File: config.mk
export PLATFORM = sky130hd
export DESIGN_NAME = vmf_top
export DESIGN_NICKNAME = d
export VERILOG_FILES = /design/src/pkg/vmf_pkg.sv /design/src/rtl/vmf_debounce.sv /design/src/rtl/vmf_top.sv
export SDC_FILE = /design/constraint.sdc
export NUM_CORES = 1
export LEC_CHECK = 0
export ABC_AREA = 1
export BUFFER_PORTS_ARGS = -buffer_cell sky130_fd_sc_hd__buf_4
export CAP_MARGIN = 15
export CORE_MARGIN = 2
export CORE_UTILIZATION = 55
export CTS_CLUSTER_SIZE = 8
export DETAILED_ROUTE_END_ITERATION = 8
export PLACE_DENSITY_LB_ADDON = 0.2
export SETUP_SLACK_MARGIN = 0.1
export SLEW_MARGIN = 20
export SYNTH_ARGS = -nofsm -noshare
export SYNTH_HDL_FRONTEND = slang
export SYNTH_SLANG_ARGS = --single-unit
File: constraint.sdc
create_clock -name mclk -period 10.83 [get_ports mclk]
set_input_delay 0.5415 -clock mclk [delete_from_list [all_inputs] [get_ports mclk]]
set_output_delay 0.5415 -clock mclk [all_outputs]
set_load 0.05 [all_outputs]
File: src/pkg/vmf_pkg.sv
// package: constants and types of the voltage-monitor fault logic
// Summary of operation
// - a die over-temperature report enters thermal shutdown and sets a flag kept until power-up.
// - thermal shutdown drops both buck enables and pulls every multipurpose pin low at once.
// - pin 1 code: 00 high impedance, 01 general output, 10 error monitor 1 input, 11 reserved.
// - pin 2 code: 00 general output, 01 fault collector 1, 10 sync push-pull out, 11 monitor 3.
// - pin 3 code: 00 general output, 01 fault collector 2, 10 error monitor 2, 11 monitor 4.
// - each of four monitors detects under and over voltage, routable to either power-good pin.
// - each monitor has its own 4-bit under and over threshold code sent to the comparators.
// - threshold codes step half a percent: under 97 down to 89.5, over 103 up to 110.5.
// - under-voltage debounce codes give 5, 15, 30 and 40 us.
// - over-voltage debounce codes give 30, 50, 80 and 125 us.
// - a debounced fault sets a sticky flag that clears only by writing one to it.
// - live under and over status bits follow the present debounced condition.
package vmf_pkg;
  // ==========================================
  // clock and timing
  localparam int CLK_MHZ = 10;
  localparam int UV_DB_US [4] = '{5, 15, 30, 40};
  localparam int OV_DB_US [4] = '{30, 50, 80, 125};
  localparam int CNT_W = 11;
  // ==========================================
  // register offsets
  localparam logic [3:0] A_LIVE = 4'h0;
  localparam logic [3:0] A_STICKY = 4'h1;
  localparam logic [3:0] A_MASK = 4'h2;
  localparam logic [3:0] A_PG1_ROUTE = 4'h3;
  localparam logic [3:0] A_PG2_ROUTE = 4'h4;
  localparam logic [3:0] A_GPO = 4'h5;
  localparam logic [3:0] A_BUCK = 4'h6;
  localparam logic [3:0] A_PINCFG = 4'h7;
  localparam logic [3:0] A_UVTH = 4'h8;
  localparam logic [3:0] A_OVTH = 4'h9;
  localparam logic [3:0] A_DB = 4'hA;
  // ==========================================
  // field layouts and reset values
  // sticky/mask layout: [3:0] uv per channel, [7:4] ov per channel, [8] thermal
  localparam int TSD_BIT = 8;
  localparam logic [8:0] MASK_RST = 9'h1_FF;
  localparam logic [7:0] ROUTE_RST = 8'h0_0;
  localparam logic [2:0] GPO_RST = 3'h0;
  localparam logic [1:0] BUCK_RST = 2'h3;
  localparam logic [15:0] TH_RST = 16'h0_000;
  // ==========================================
  // pin function codes
  typedef enum logic [1:0] {P1_HIZ, P1_GPO, P1_ERRMON, P1_RSVD} vmf_p1_t;
  typedef enum logic [1:0] {P2_GPO, P2_FCCU, P2_SYNC, P2_MON3} vmf_p2_t;
  typedef enum logic [1:0] {P3_GPO, P3_FCCU, P3_ERRMON, P3_MON4} vmf_p3_t;
  typedef enum logic {RUN, THERMAL_OFF} vmf_state_t;
endpackage

File: src/rtl/vmf_debounce.sv
// per-comparator debounce filter with selectable hold time
`timescale 1ns/1ns
module vmf_debounce
  import vmf_pkg::*;
#(
  parameter bit IS_OV = 1'b0
) (
  input wire logic mclk,
  input wire logic rst,
  input wire logic enable,
  input wire logic cmp,
  input wire logic [1:0] db_code,
  output logic fault
);
  logic [CNT_W-1:0] cnt;
  logic [CNT_W-1:0] limit;

  // cycles for the selected time; least times, so round up
  function automatic logic [CNT_W-1:0] db_cycles(input logic ov, input logic [1:0] c);
    int us;
    us = ov ? OV_DB_US[c] : UV_DB_US[c];
    return CNT_W'(us * CLK_MHZ);
  endfunction

  assign limit = db_cycles(IS_OV, db_code);

  // any drop restarts the timer; fault follows the filtered level
  always_ff @(posedge mclk or posedge rst) begin
    if (rst) begin
      cnt <= '0;
      fault <= 1'b0;
    end else if (!enable || !cmp) begin
      cnt <= '0;
      fault <= 1'b0;
    end else if (cnt < limit - CNT_W'(1)) begin
      cnt <= cnt + CNT_W'(1);
    end else begin
      fault <= 1'b1;
    end
  end
endmodule

File: src/rtl/vmf_top.sv
// voltage-monitor and thermal fault logic with register port
//
// The register offsets and strobed register access were decided locally.
`timescale 1ns/1ns
module vmf_top
  import vmf_pkg::*;
#(
  parameter int NCH = 4
) (
  input wire logic mclk,
  input wire logic rst,
  input wire logic [3:0] addr,
  input wire logic [15:0] wdata,
  input wire logic wr,
  input wire logic rd,
  output logic [15:0] rdata,
  input wire logic [1:0] pin1_function_code,
  input wire logic [1:0] pin2_function_code,
  input wire logic [1:0] pin3_function_code,
  input wire logic [NCH-1:0] uv_cmp,
  input wire logic [NCH-1:0] ov_cmp,
  input wire logic tsd_cmp,
  input wire logic [2:0] pin_in,
  input wire logic sync_clk_in,
  output logic [2:0] pin_out,
  output logic [2:0] pin_oe,
  output logic error_monitor_input_1,
  output logic error_monitor_input_2,
  output logic fault_collector_input_1,
  output logic fault_collector_input_2,
  output logic [4*NCH-1:0] undervoltage_threshold_code,
  output logic [4*NCH-1:0] overvoltage_threshold_code,
  output logic integrated_buck_regulator,
  output logic external_fet_buck_controller,
  output logic power_good_output_1_oe,
  output logic power_good_output_2_oe,
  output logic irq
);
  import vmf_pkg::*;

  // enables and register layout are laid out for four channels only
  if (NCH != 4) begin : g_nch_check
    $error("vmf_top serves exactly four monitor channels");
  end

  // ==========================================
  // input synchronisers
  logic [2*NCH+4:0] sy1, sy2;
  always_ff @(posedge mclk or posedge rst) begin
    if (rst) begin
      sy1 <= '0;
      sy2 <= '0;
    end else begin
      sy1 <= {sync_clk_in, tsd_cmp, pin_in, ov_cmp, uv_cmp};
      sy2 <= sy1;
    end
  end
  logic [NCH-1:0] uv_s, ov_s;
  logic tsd_s, sync_s;
  logic [2:0] pin_s;
  assign uv_s = sy2[NCH-1:0];
  assign ov_s = sy2[2*NCH-1:NCH];
  assign pin_s = sy2[2*NCH+2:2*NCH];
  assign tsd_s = sy2[2*NCH+3];
  assign sync_s = sy2[2*NCH+4];

  // ==========================================
  // pin function codes caught after reset release
  vmf_p1_t p1;
  vmf_p2_t p2;
  vmf_p3_t p3;
  logic straps_taken;
  always_ff @(posedge mclk or posedge rst) begin
    if (rst) begin
      p1 <= P1_HIZ;
      p2 <= P2_GPO;
      p3 <= P3_GPO;
      straps_taken <= 1'b0;
    end else if (!straps_taken) begin
      p1 <= vmf_p1_t'(pin1_function_code);
      p2 <= vmf_p2_t'(pin2_function_code);
      p3 <= vmf_p3_t'(pin3_function_code);
      straps_taken <= 1'b1;
    end
  end

  // ==========================================
  // software registers
  logic [NCH-1:0] pg1_route, pg2_route;
  logic [8:0] mask;
  logic [2:0] general_output;
  logic [1:0] buck_en;
  logic [4*NCH-1:0] uvth, ovth;
  logic [15:0] db_word; // [2c+1:2c] uv code in low byte, ov in high byte
  always_ff @(posedge mclk or posedge rst) begin
    if (rst) begin
      mask <= MASK_RST;
      {pg2_route, pg1_route} <= ROUTE_RST;
      general_output <= GPO_RST;
      buck_en <= BUCK_RST;
      uvth <= TH_RST;
      ovth <= TH_RST;
      db_word <= TH_RST;
    end else if (wr) begin
      unique case (addr)
        A_MASK: mask <= wdata[8:0];
        A_PG1_ROUTE: pg1_route <= wdata[NCH-1:0];
        A_PG2_ROUTE: pg2_route <= wdata[NCH-1:0];
        A_GPO: general_output <= wdata[2:0];
        A_BUCK: buck_en <= wdata[1:0];
        A_UVTH: uvth <= wdata;
        A_OVTH: ovth <= wdata;
        A_DB: db_word <= wdata;
        default: ;
      endcase
    end
  end
  // ==========================================
  // debounce filters, one pair per channel
  logic [NCH-1:0] ch_en, uv_live, ov_live;
  // monitors 3 and 4 live only in their pin's monitor function
  assign ch_en = {p3 == P3_MON4, p2 == P2_MON3, 2'b11};
  for (genvar c = 0; c < NCH; c++) begin : g_ch
    vmf_debounce #(.IS_OV(1'b0)) u_uv (
      .mclk(mclk),
      .rst(rst),
      .enable(ch_en[c]),
      .cmp(uv_s[c]),
      .db_code(db_word[2*c+1:2*c]),
      .fault(uv_live[c])
    );
    vmf_debounce #(.IS_OV(1'b1)) u_ov (
      .mclk(mclk),
      .rst(rst),
      .enable(ch_en[c]),
      .cmp(ov_s[c]),
      .db_code(db_word[2*c+9:2*c+8]),
      .fault(ov_live[c])
    );
  end

  // ==========================================
  // thermal shutdown state
  vmf_state_t state;
  always_ff @(posedge mclk or posedge rst) begin
    if (rst) begin
      state <= RUN;
    end else if (tsd_s) begin
      state <= THERMAL_OFF;
    end
  end

  // ==========================================
  // sticky flags: set wins over a write-one clear
  logic [8:0] sticky, ev;
  logic [8:0] clr;
  assign ev = {tsd_s, ov_live, uv_live};
  assign clr = (wr && addr == A_STICKY) ? wdata[8:0] : 9'h0_00;
  always_ff @(posedge mclk or posedge rst) begin
    if (rst) begin
      sticky <= 9'h0_00;
    end else begin
      sticky[7:0] <= (sticky[7:0] & ~clr[7:0] & {ch_en, ch_en}) | ev[7:0];
      // thermal flag is kept until power-up, writes do not clear it
      sticky[TSD_BIT] <= sticky[TSD_BIT] | ev[TSD_BIT];
    end
  end

  // ==========================================
  // outputs, all registered
  logic shut;
  assign shut = (state == THERMAL_OFF) || tsd_s;
  always_ff @(posedge mclk or posedge rst) begin
    if (rst) begin
      pin_out <= 3'h0;
      pin_oe <= 3'h0;
      integrated_buck_regulator <= 1'b0;
      external_fet_buck_controller <= 1'b0;
    end else if (shut) begin
      // no ordered power-down: everything off in one edge
      pin_out <= 3'h0;
      pin_oe <= 3'h7;
      integrated_buck_regulator <= 1'b0;
      external_fet_buck_controller <= 1'b0;
    end else begin
      integrated_buck_regulator <= buck_en[0];
      external_fet_buck_controller <= buck_en[1];
      // open-drain general outputs drive only their low level
      unique case (p1)
        P1_GPO: begin
          pin_out[0] <= 1'b0;
          pin_oe[0] <= !general_output[0];
        end
        default: begin
          pin_out[0] <= 1'b0;
          pin_oe[0] <= 1'b0;
        end
      endcase
      unique case (p2)
        P2_GPO: begin
          pin_out[1] <= 1'b0;
          pin_oe[1] <= !general_output[1];
        end
        P2_SYNC: begin
          pin_out[1] <= sync_s;
          pin_oe[1] <= 1'b1;
        end
        default: begin
          pin_out[1] <= 1'b0;
          pin_oe[1] <= 1'b0;
        end
      endcase
      pin_out[2] <= 1'b0;
      pin_oe[2] <= (p3 == P3_GPO) && !general_output[2];
    end
  end

  // input functions routed from the pins
  always_ff @(posedge mclk or posedge rst) begin
    if (rst) begin
      error_monitor_input_1 <= 1'b0;
      error_monitor_input_2 <= 1'b0;
      fault_collector_input_1 <= 1'b0;
      fault_collector_input_2 <= 1'b0;
    end else begin
      error_monitor_input_1 <= (p1 == P1_ERRMON) && pin_s[0];
      fault_collector_input_1 <= (p2 == P2_FCCU) && pin_s[1];
      fault_collector_input_2 <= (p3 == P3_FCCU) && pin_s[2];
      error_monitor_input_2 <= (p3 == P3_ERRMON) && pin_s[2];
    end
  end

  // thresholds forwarded; analog side maps code n to 97-0.5n or 103+0.5n percent
  always_ff @(posedge mclk or posedge rst) begin
    if (rst) begin
      undervoltage_threshold_code <= TH_RST;
      overvoltage_threshold_code <= TH_RST;
    end else begin
      undervoltage_threshold_code <= uvth;
      overvoltage_threshold_code <= ovth;
    end
  end

  // power-good pulled low while a routed channel shows a live fault
  logic [NCH-1:0] bad;
  assign bad = uv_live | ov_live;
  always_ff @(posedge mclk or posedge rst) begin
    if (rst) begin
      power_good_output_1_oe <= 1'b0;
      power_good_output_2_oe <= 1'b0;
      irq <= 1'b0;
    end else begin
      power_good_output_1_oe <= |(bad & pg1_route);
      power_good_output_2_oe <= |(bad & pg2_route);
      irq <= |(sticky & ~mask);
    end
  end

  // ==========================================
  // read port: data in the cycle after the strobe
  always_ff @(posedge mclk or posedge rst) begin
    if (rst) begin
      rdata <= 16'h0_000;
    end else if (rd) begin
      unique case (addr)
        A_LIVE: rdata <= {8'h0_0, ov_live, uv_live};
        A_STICKY: rdata <= {7'h0_0, sticky};
        A_MASK: rdata <= {7'h0_0, mask};
        A_PG1_ROUTE: rdata <= {12'h0_00, pg1_route};
        A_PG2_ROUTE: rdata <= {12'h0_00, pg2_route};
        A_GPO: rdata <= {13'h0_000, general_output};
        A_BUCK: rdata <= {14'h0_000, buck_en};
        A_PINCFG: rdata <= {9'h0_00, state == THERMAL_OFF, p3, p2, p1};
        A_UVTH: rdata <= uvth;
        A_OVTH: rdata <= ovth;
        A_DB: rdata <= db_word;
        default: rdata <= 16'h0_000;
      endcase
    end else begin
      rdata <= 16'h0_000;
    end
  end
endmodule

# Yosys cells after proc, flatten, opt, wreduce, memory -nomap -nowiden

Index checks and enable logic that the tools add are counted.

Register bits after elaboration: 271
Latch bits: 0
RAM bits: 0
Memory bits (read-only): 0
Input port bits: 43
Output and inout port bits: 63
Logic and storage cells: 238
Memories: 0

$add $sub $neg: 16
Multiply operators: 8
Divide/modulo/power cells: 0
Magnitude comparators: 16
Equality and inequality tests: 30
Shifts and indexed selects: 0
Muxes and demuxes: 66
Bitwise logic cells: 18
Reduce and logical (&&, ||, !) cells: 38

Operators by type and width:

| operator                | number |
|---|---|
| $bmux W32 S2            | 8 |
| $mux W32                | 16 |
| $mul A32 B4 Y10 const B | 8 |
| $mux W11                | 16 |
| $pmux W16 S11           | 1 |
| $add A11 B1 Y11 const B | 8 |
| $lt A11 B11 Y1          | 8 |
| $sub A11 B1 Y11 const B | 8 |
| $ge A3 B3 Y1 const B    | 8 |
| $not A2 Y3              | 8 |
| $mux W1                 | 20 |
| $and A8 B8 Y8           | 2 |
| $eq A4 B3 Y1 const B    | 4 |
| $mux W16                | 1 |
| $ne A2 B1 Y1 const B    | 8 |
| $reduce_and A2 Y1       | 8 |
| $eq A4 B4 Y1 const B    | 3 |
| $eq A2 B2 Y1 const B    | 5 |
| $and A9 B9 Y9           | 1 |
| $logic_not A1 Y1        | 9 |
| $not A9 Y9              | 1 |
| $reduce_or A9 Y1        | 1 |
| $and A4 B4 Y4           | 2 |
| $eq A4 B2 Y1 const B    | 2 |
| 17 further kinds        | 36 |

# Depth between registers and ports, before layout

Gate-level depths: netlist of the first run.

Depth in word-level cells: 9
Depth in mapped cells: 15
Gate-level depth less buffers: 15

# Modules after synthesis

From an unflattened synthesis of the first run, not the netlist that was laid out.

Cells, all modules: 1840
Area total of the unflattened synthesis: 15204.6 um^2

By module, submodules not included:

| module                          | times used | cells each | area each (um^2) | seq. area each (um^2) |
|---|---|---|---|---|
| vmf_top                         | 1          | 664        | 6517.5           | 4367.9 |
| vmf_debounce (g_ch[0].u_uv ...) | 4          | 143        | 1073.5           | 300.3 |
| vmf_debounce (g_ch[1].u_ov ...) | 3          | 151        | 1091.0           | 300.3 |
| vmf_debounce (g_ch[0].u_ov)     | 1          | 151        | 1119.8           | 300.3 |

# Worst setup path before layout of the first run

OpenSTA, ideal clock, no wires.

Path kind: register to register
From: reg db_word[1]
To: reg g_ch[0].u_uv.cnt[0]
Arrival time: 2.216 ns
Data required time: 10.764 ns
Path slack: 8.549 ns
Cell stages (with the launch flop): 16
Period minus slack after synthesis: 2.281 ns
Cell sequence: dfrtp_1 -> inv_1 -> ha_1 -> nor2_1 -> nand3_1 -> xnor2_1 -> ha_1 -> nand2_1 -> inv_1 -> nand2_1 -> nor2_1 -> nand2_1 -> nand3_1 -> buf_2 -> nand3_1 -> nand2_1

Longest elaborated chain between the ends: 8

Ends and longest elaborated chain:

| element                                     | line               | text |
|---|---|---|
| from (decl)                                 | vmf_top.sv:94      | `logic [15:0] db_word;` |
| from (signal assigned)                      | vmf_top.sv:113     | `A_DB: db_word <= wdata;` |
| $not A2 Y3 (not written as such)            | vmf_debounce.sv:21 | `us = ov ? OV_DB_US[c] : UV_DB_US[c];` |
| $bmux W32 S2                                | vmf_debounce.sv:21 |  |
| $mux W32 (not written as such) (2 in a row) | vmf_debounce.sv:21 |  |
| $mul A32 B4 Y10                             | vmf_debounce.sv:22 | `return CNT_W'(us * CLK_MHZ);` |
| $sub A11 B1 Y11                             | vmf_debounce.sv:35 | `end else if (cnt < limit - CNT_W'(1)) begin` |
| $lt A11 B11 Y1                              | vmf_debounce.sv:35 |  |
| $ne A2 B1 Y1 (no source line)               | -                  |  |
| to (signal assigned)                        | vmf_debounce.sv:36 | `cnt <= cnt + CNT_W'(1);` |
| to (decl)                                   | vmf_debounce.sv:15 | `logic [CNT_W-1:0] cnt;` |

Every way passes these cells. The select of a mux whose other input is x is not followed.
A chain may end at the register's enable or synchronous reset.

# Worst setup path in the final report of the first run

From: reg db_word[1]
To: reg g_ch[0].u_uv.cnt[6]

The elaborated chain is that of the path after synthesis.

==> impl_metrics.tcl, run 1 <==
set metrics [dict create \
    outcome "complete, no violations" \
    r2r-end "g_ch[0].u_uv.cnt[6]" \
    drt-total-wl_mm 35.89 \
    die_h_um 170.2 \
    grt.overflow.total 0 \
    grt_use_total_pct 25.42 \
    ys_ff_latch 270 \
    nNetsFinal 2191 \
    drt_iter0_drc 853 \
    num_rows 60 \
    cts_setup_buffers 0 \
    required_ns 11.23 \
    rsz0062_at_grt "no" \
    syn_avg_cell_area_um2 7.941 \
    cts_buffers 39 \
    hold_class "input pin to register" \
    ir_drop_v 0.0001427 \
    arrival_ns 3.28 \
    ys_seq_area_share_pct 44.55 \
    timing.final.setup_violations 0 \
    synth-edff-count 0 \
    drc 0 \
    dpl_cell_area_mm2 0.01617 \
    pin_count 106 \
    fin_tns_setup_ns 0 \
    placedCellCount 2318 \
    yosysUniqueCellTypes 38 \
    ys_warn_count 0 \
    dp_slack_ns 7.941 \
    htreeDepth 2 \
    critPathLaunchType "register" \
    post_drt_via_cell_ratio 5.387 \
    seqPwrFrac_pct 42.5 \
    drtPass1Iterations 5 \
    drive_gt1_share_pct 9.584 \
    crit_type "register to register" \
    final_cell_count_no_fill 2387 \
    routedWlPerCell_um 15.03 \
    async_flop_share_pct 100.0 \
    finalCritPeriodShare_pct 26.60 \
    drv_slew 0 \
    p_per_area_mw_per_mm2 164.7 \
    dieArea_mm2 0.02898 \
    leakagePower_nw 8.929 \
    p_clk_share_pct 39.7 \
    tritoncts "built" \
    antenna_found_initial 0 \
    power_frac_comb_pct 17.8 \
    dp_hpwl_mm 25.31 \
    syn_inst 1914 \
    cts_resized 0 \
    cts.sinks 270 \
    initial_core_util_pct 56.24 \
    grt_start_max_net_pins 126 \
    root_buffer "clkbuf_16" \
    crit_fanout 12 \
    crit_chain "inv_1 -> ha_1 -> nor2_1 -> nand3_1 -> xnor2_1 -> ha_1 -> nand2_1 -> inv_1 -> nand2_1 -> nor2_1 -> nand2_1 -> nand3_1 -> nand2_1 -> nand2_1 -> nand2_1" \
    hold_end "sy1[5]" \
    vias 12859 \
    first_global_vias 12059 \
    tightest_slew_ns 0.8535 \
    netlist_area_mm2 0.01520 \
    switching_share_pct 30.19 \
    clockBufferDepth 3 \
    slowest_stage "dfrtp_1" \
    slowest_delay_ns 0.48 \
    endpoint_kind "register" \
    clkTransAtPathRegs_ns 0.05 \
    io_buffers 103 \
    clock_latency_ns 0.52 \
    holdPathStages 1 \
    ant_nets 0 \
    r2r_cells 15 \
    max_freq_ghz 0.3472 \
    internal-power_mw 1.992 \
    core_mm2 0.02703 \
    final_area_mm2 0.01732 \
    holdBufCountCts 0 \
    rr_startpoint "db_word[1]" \
    synthFlopType "dfrtp_1" \
    slew_headroom_pct 43.10 \
    die_x_um 170.2 \
    worst_hold_startpoint "ov_cmp[1]" \
    grt_pass1_wl_mm 59.59 \
    routabilityCongestion 0.8824 \
    power.switching_mw 0.8612 \
    regToRegSetupSlack_ns 7.95 \
    setup_ws_ns 7.950 \
    maxCapViolCount 0 \
    fin_crit_ns 2.880 \
    synthToLayoutAreaGrowth_pct 13.97 \
    hold_violations 0 \
    clock_skew_ns 0.01468 \
    path_common_cell "nand2_1" \
]
## routing by layer
metal | wire, um | vias to the layer above | part of all wire [%] | global-route usage, %
met5 | 0 | - | 0 | 0
met3 | 2417 | 81 | 6.7 | 5.256
met2 | 16500 | 397 | 46 | 40.95
met1 | 15890 | 5995 | 44 | 34.52
li1 | - | 6386 | - | -
met4 | 1069 | 0 | 3.0 | 8.324
## final cells by class
cell class              count  area, um2
fillers                  2290       9704
multi-input cells        1412       7472
flip-flops and latches    270       6770
clock buffers              68       1137
repair buffers            105      792.0
inverters                 190      720.7
well taps                 341      426.7
diodes                      1      2.502
## sequential cells by signal (all words and copies together) (netlist names), 2 cells and up
signal	count
g_ch.u_ov.cnt	44
g_ch.u_uv.cnt	44
db_word	16
overvoltage_threshold_code	16
ovth	16
rdata	16
undervoltage_threshold_code	16
uvth	16
sy1	13
sy2	13
mask	9
sticky	9
g_ch.u_ov.fault	4
g_ch.u_uv.fault	4
pg1_route	4
pg2_route	4
general_output	3
pin_oe	3
buck_en	2
p1	2
p2	2
p3	2
## critical path: cells and delay by family (launching register included)
| kind | cells | cell delay [ns] |
|---|---|---|
| flops | 1 | 0.48 |
| buf+inv | 2 | 0.24 |
| fa+ha+maj | 2 | 0.63 |
| simple gates | 10 | 1.27 |
| xor+xnor | 1 | 0.14 |
## per-stage QoR
stage          total power, mW  util, %  hold WS (ns)
6_report                 2.853    64.09        0.1316
5_1_grt                  2.993    64.08        0.1174
4_1_cts                  2.878    64.05        0.1179
3_5_place_dp             1.735    59.84        0.3347
3_3_place_gp             1.712    59.84        0.3317
2_1_floorplan            1.574        -        0.3312
## cell families (layout without fill, tap and decap cells)
group           after synthesis  count (layout)  share of synthesized area [%]
flops                       270             270                          44.55
mux                           3               3                         0.2223
simple gates               1066            1066                          29.82
buf+inv                     235             363                          6.397
other cells                   2               6                        0.04941
compound gates              166             166                          5.845
fa+ha+maj                   130             130                          10.70
xor+xnor                     42              42                          2.420
## power by group through the flow
stage	Clock, mW	Sequential (mW)	Combinational, mW
4_1_cts	1.16	1.21	0.513
6_report	1.13	1.21	0.509
2_1_floorplan	0	1.29	0.283
3_3_place_gp	0	1.22	0.492
5_1_grt	1.20	1.22	0.573
3_5_place_dp	0	1.22	0.510
## worst max path at each step
stage	startpoint	endpoint	slack [ns]	depth (start not counted)
floorplan	rst	db_word[0]	2.87	1
global placement	db_word[1]	g_ch[0].u_uv.cnt[7]	8.06	15
detailed placement	db_word[1]	g_ch[0].u_uv.cnt[6]	7.94	15
CTS	db_word[1]	g_ch[0].u_uv.cnt[6]	7.94	15
global route	db_word[1]	g_ch[0].u_uv.cnt[6]	7.63	15
finish	db_word[1]	g_ch[0].u_uv.cnt[6]	7.95	15
## cells in the final DEF, fill, tap and decap left out, types with 13 or more instances in the layout
| cell | count |
|---|---|
| nand2_1 | 603 |
| dfrtp_1 | 259 |
| nor2_1 | 196 |
| inv_1 | 185 |
| nand3_1 | 163 |
| ha_1 | 130 |
| buf_4 | 104 |
| nand4_1 | 54 |
| o21ai_1 | 50 |
| a21oi_1 | 50 |
| o21ai_0 | 43 |
| clkbuf_16 | 41 |
| xor2_1 | 27 |
| clkbuf_1 | 26 |
| xnor2_1 | 15 |
| nand3b_1 | 14 |
| nand2_2 | 13 |
## synthesized netlist by cell type (all sizes together) (14+ instances only)
| master | number | area, um2 |
|---|---|---|
| nand2 | 619 | 2374 |
| dfrtp | 259 | 6481 |
| nor2 | 207 | 838.3 |
| inv | 190 | 713.2 |
| nand3 | 163 | 815.8 |
| ha | 130 | 1627 |
| o21ai | 94 | 474.2 |
| nand4 | 54 | 337.8 |
| a21oi | 51 | 259.0 |
| buf | 39 | 236.5 |
| xor2 | 27 | 236.5 |
| xnor2 | 15 | 131.4 |
| nand3b | 14 | 105.1 |
Power figures use the tool's default switching activity.
==> run 2: changes to the inputs <==
Clock period 10.83 ns to 3 ns, I/O delays scaled along.
==> impl_metrics.tcl, run 2 (same netlist as run 1, synthesis figures left out) <==
set metrics [dict create \
    clock_latency_ns 0.51 \
    ir_drop_v 0.0004374 \
    drive_gt1_share_pct 10.03 \
    finalCritPeriodShare_pct 86.86 \
    post-route-util_pct 65.61 \
    crit_fanout 8 \
    max_freq_ghz 0.3838 \
    antennaDiodeCount 0 \
    cts_setup_buffers 0 \
    grt_pass1_wl_mm 61.18 \
    holdPathStages 3 \
    layout_common_cells "nand2_1, dfrtp_1, nor2_1" \
    root_buffer "clkbuf_16" \
    dpl_cell_area_mm2 0.01630 \
    drc 0 \
    io_buffers 103 \
    endpoint_kind "register" \
    hold_end "uvth[4]" \
    antenna_found_initial 0 \
    routedWlPerCell_um 15.11 \
    outcome "complete, no violations" \
    placedCellCount 2330 \
    hold_violations 0 \
    rr_startpoint "db_word[7]" \
    maxCapViolCount 0 \
    slew_headroom_pct 54.76 \
    grt_start_max_net_pins 86 \
    clockBufferDepth 3 \
    drv_slew 0 \
    drt_iter0_drc 983 \
    rsz0062_at_grt "no" \
    crit_type "register to register" \
    die_x_um 170.2 \
    initial_core_util_pct 56.24 \
    grt.overflow.total 0 \
    ant_nets 0 \
    arrival_ns 3.00 \
    layout_commonest_cell "nand2_1" \
    post_drt_via_cell_ratio 5.382 \
    clkTransAtPathRegs_ns 0.05 \
    core_mm2 0.02703 \
    regToRegSetupSlack_ns 0.39 \
    routabilityCongestion 0.8958 \
    r2r_cells 15 \
    leakagePower_nw 9.129 \
    p_per_area_mw_per_mm2 581.4 \
    required_ns 3.40 \
    pin_count 106 \
    hold_class "input pin to register" \
    critPathLaunchType "register" \
    num_rows 60 \
    tritoncts "built" \
    synthToLayoutAreaGrowth_pct 16.66 \
    nFillCells 2256 \
    timing.final.setup_violations 0 \
    dieArea_mm2 0.02898 \
    first_global_vias 12555 \
    nNetsFinal 2233 \
    dp_hpwl_mm 25.80 \
    htreeDepth 2 \
    largest_registers "g_ch.u_ov.cnt (44), g_ch.u_uv.cnt (44)" \
    grt_use_total_pct 26.04 \
    drtPass1Iterations 5 \
    final_cell_count_no_fill 2424 \
    final_area_mm2 0.01773 \
    tightest_slew_ns 0.6763 \
    drt-total-wl_mm 36.63 \
    die_h_um 170.2 \
    clock_skew_ns 0.01407 \
    vias 13047 \
    cts.sinks 270 \
    r2r-end "g_ch[3].u_uv.cnt[5]" \
    worst_hold_startpoint "wdata[4]" \
    cts_buffers 39 \
    fin_crit_ns 2.606 \
]
[run 2: cell types whose count changed in the layout (fill, tap and decap cells not counted), sizes merged]
| cell | delta |
|---|---|
| dlygate4sd3 | +30 |
| inv | -1 |
| clkinvlp | +1 |
| diode | -1 |
| clkbuf | -4 |
| buf | +12 |
[run 2: cell type report]
cell class | instances | area [um2] | area share, %
multi-input combinational | 1412 | 7477 | 42.17
clock buffer | 64 | 1122 | 6.330
tap | 341 | 426.7 | 2.406
inverter | 190 | 716.9 | 4.043
timing repair buffer | 147 | 1216 | 6.859
sequential | 270 | 6771 | 38.19
[run 2: what timing repair did]
action	CTS	global route
resized for setup	0	3
endpoints found under the hold margin	68	0
hold buffers	30	0
setup endpoints to repair	0	11
[run 2: worst max-delay path, stage by stage, from the launching register on]
cell and delay, ns:
dfrtp_1 0.45, inv_1 0.27, ha_1 0.32, nor2_1 0.11
nand3_1 0.09, xnor2_1 0.13, ha_1 0.29, nand2_1 0.05
inv_1 0.06, nand2_1 0.05, nor2_1 0.07, nand2_1 0.10
nand3_1 0.11, nand2_1 0.20, nand2_1 0.13, nand2_1 0.06
[run 2: metal layers]
| layer | part of all wire (%) | global-route usage, % | vias to the layer above | wire [um] |
|---|---|---|---|---|
| met3 | 5.5 | 3.907 | 75 | 2014 |
| met4 | 2.9 | 8.993 | 0 | 1052 |
| li1 | - | - | 6454 | - |
| met1 | 45 | 35.10 | 6151 | 16380 |
| met2 | 47 | 43.11 | 367 | 17180 |
| met5 | 0 | 0 | - | 0 |
[run 2: power breakdown]
part	internal, mW	leakage (nW)	total [mW]	switching [mW]
combinational	0.654	5.11	1.88	1.23
sequential	4.03	3.48	4.38	0.348
clock	2.52	0.538	4.04	1.53
[run 2: worst max path at each step]
| stage | to | slack, ns | startpoint | cells after the start |
|---|---|---|---|---|
| 3_3_place_gp | g_ch[1].u_ov.cnt[7] | 0.43 | db_word[10] | 14 |
| 5_1_grt | g_ch[3].u_uv.cnt[4] | 0.14 | db_word[7] | 15 |
| 3_5_place_dp | g_ch[1].u_ov.cnt[7] | 0.30 | db_word[10] | 14 |
| 4_1_cts | g_ch[1].u_ov.cnt[8] | 0.25 | db_word[10] | 14 |
| 2_1_floorplan | db_word[0] | -0.71 | rst | 1 |
| 6_report | g_ch[3].u_uv.cnt[5] | 0.39 | db_word[7] | 15 |
[run 2: per-stage QoR]
step	hold WS (ns)	setup slack, ns	power, mW	setup TNS, ns
5_1_grt	0.003669	0.1380	10.81	0
6_report	0.007483	0.3943	10.31	0
2_1_floorplan	0.1814	-0.7085	5.684	-183.49
4_1_cts	0.001657	0.2523	10.37	0
3_3_place_gp	0.2092	0.4328	6.189	0
3_5_place_dp	0.2138	0.2986	6.277	0
==> run 3: changes to the inputs <==
Settings changed: BUFFER_PORTS_ARGS -buffer_cell sky130_fd_sc_hd__buf_4 to default, DONT_BUFFER_PORTS from default to 1.
==> impl_metrics.tcl, run 3 (same netlist as run 1, synthesis figures left out) <==
set metrics [dict create \
    outcome "complete, no violations" \
    p_clk_share_pct 39.8 \
    nNetsFinal 2138 \
    finalCritPeriodShare_pct 86.47 \
    cts.sinks 270 \
    holdWs_ns 0.01835 \
    maxCapViolCount 0 \
    final-seq-area_mm2 0.006770 \
    dp_hpwl_mm 25.42 \
    rsz0062_at_grt "no" \
    hold_class "input pin to register" \
    antenna_found_initial 0 \
    internal-power_mw 7.015 \
    timing.final.setup_violations 0 \
    synthToLayoutAreaGrowth_pct 11.88 \
    core_mm2 0.02703 \
    power_frac_comb_pct 12.9 \
    vias 12705 \
    path_common_cell "nand2_1" \
    die_x_um 170.2 \
    nFillCells 2282 \
    htreeDepth 2 \
    die_h_um 170.2 \
    tightest_slew_ns 1.104 \
    busiest_layer "met2" \
    fin_crit_ns 2.594 \
    grt_start_max_net_pins 123 \
    met1_usage_pct 35.27 \
    slowest_delay_ns 0.45 \
    initial_core_util_pct 56.24 \
    tritoncts "built" \
    ir_drop_v 0.0004982 \
    power.switching_mw 3.032 \
    final_area_mm2 0.01700 \
    routedWlPerCell_um 15.45 \
    finalPower_mw 10.05 \
    io_buffers 0 \
    endpoint_kind "register" \
    max_freq_ghz 0.3855 \
    grt.met2_usage_pct 41.27 \
    dpl_cell_area_mm2 0.01551 \
    seqPwrFrac_pct 47.3 \
    multi_input_area_mm2 0.007467 \
    dieArea_mm2 0.02898 \
    pin_count 106 \
    crit_fanout 8 \
    grt_pass1_wl_mm 60.18 \
    required_ns 3.40 \
    layout_common_cells "nand2_1, dfrtp_1, nor2_1" \
    root_buffer "clkbuf_16" \
    num_rows 60 \
    switching_share_pct 30.18 \
    antennaDiodeCount 0 \
    largest_registers "g_ch.u_ov.cnt (44), g_ch.u_uv.cnt (44)" \
    crit_type "register to register" \
    drt-total-wl_mm 35.99 \
    cts_setup_buffers 0 \
    clockBufferDepth 3 \
    layout_commonest_cell "nand2_1" \
    use_met3_pct 4.628 \
    grt_use_total_pct 25.80 \
    holdBufCountCts 38 \
    routabilityCongestion 0.8944 \
    first_global_vias 12133 \
    clock_latency_ns 0.51 \
    cts_buffers 39 \
    clock_skew_ns 0.01550 \
    drt_iter0_drc 846 \
    drc 0 \
    hold_violations 0 \
    grt.overflow.total 0 \
    p_per_area_mw_per_mm2 590.9 \
    ant_nets 0 \
    drv_slew 0 \
    slew_headroom_pct 26.24 \
    critPathLaunchType "register" \
    fin_tns_setup_ns 0 \
    post_drt_via_cell_ratio 5.455 \
    arrival_ns 2.99 \
    clkTransAtPathRegs_ns 0.05 \
    slowest_stage "dfrtp_1" \
    drtPass1Iterations 7 \
    cts_resized 0 \
    crit_chain "inv_1 -> ha_1 -> nor2_1 -> nand3_1 -> xnor2_1 -> ha_1 -> nand2_1 -> inv_1 -> nand2_1 -> nor2_1 -> nand2_1 -> nand3_1 -> nand2_1 -> nand2_1 -> nand2_1" \
    drive_gt1_share_pct 5.131 \
    leakagePower_nw 8.625 \
]
-- run 3: cell types whose count changed in the layout (fill, tap and decap cells not counted) --
| cell | before | now |
|---|---|---|
| dfrtp_2 | 1 | 0 |
| buf_12 | 3 | 2 |
| nand3_2 | 2 | 0 |
| buf_4 | 114 | 12 |
| clkbuf_8 | 1 | 0 |
| nand3_1 | 161 | 163 |
| clkbuf_1 | 22 | 23 |
| dlygate4sd3_1 | 30 | 38 |
| dfrtp_1 | 258 | 259 |
-- run 3: area by class of cell --
class / count / area share, %
Multi-Input combinational cell: 1412 / 43.91
Tap cell: 341 / 2.509
Clock buffer: 64 / 6.542
Sequential cell: 270 / 39.82
Timing Repair Buffer: 52 / 3.002
Inverter: 190 / 4.216
-- run 3: power by group through the flow --
stage	clock (mW)	sequential (mW)	combinational (mW)
6_report	3.99	4.75	1.30
5_1_grt	4.27	4.80	1.53
2_1_floorplan	0	4.66	1.02
4_1_cts	4.09	4.75	1.31
3_3_place_gp	0	4.79	1.19
3_5_place_dp	0	4.81	1.25
-- run 3: worst paths after layout --
kind                       depth (start not counted)  slack, ns             endpoint        from
min reg2reg                                        0       0.34               sy2[5]      sy1[5]
min                                                4       0.02           buck_en[0]     addr[1]
min in group asynchronous                          2       0.13             ovth[11]         rst
max                                               15       0.41  g_ch[3].u_uv.cnt[5]  db_word[7]
max in group asynchronous                          3       1.89                  irq         rst
max reg2reg                                       15       0.41  g_ch[3].u_uv.cnt[5]  db_word[7]
-- run 3: critical path: cells and delay by family, from the launching register on --
| kind | cells | cell delay (ns) |
|---|---|---|
| and+or+nand+nor | 10 | 0.98 |
| adders and majority gates | 2 | 0.60 |
| DFF | 1 | 0.45 |
| buffers and inverters | 2 | 0.31 |
| xor gates and xnor gates | 1 | 0.13 |
-- run 3: routing by layer --
metal / share of wire (%) / wire [um]
met4: 3.2 / 1160
met3: 6.5 / 2348
met2: 46 / 16390
met5: 0 / 0
met1: 45 / 16090
-- run 3: metrics by stage --
stage               util (%)  setup slack [ns]  std cells
global placement       57.39            0.5387       2227
detailed placement     57.39            0.4417       2227
floorplan                  -           -0.7085       1917
finish                 62.92            0.4060       2329
CTS                    62.92            0.4145       2329
global route           62.92            0.1171       2329
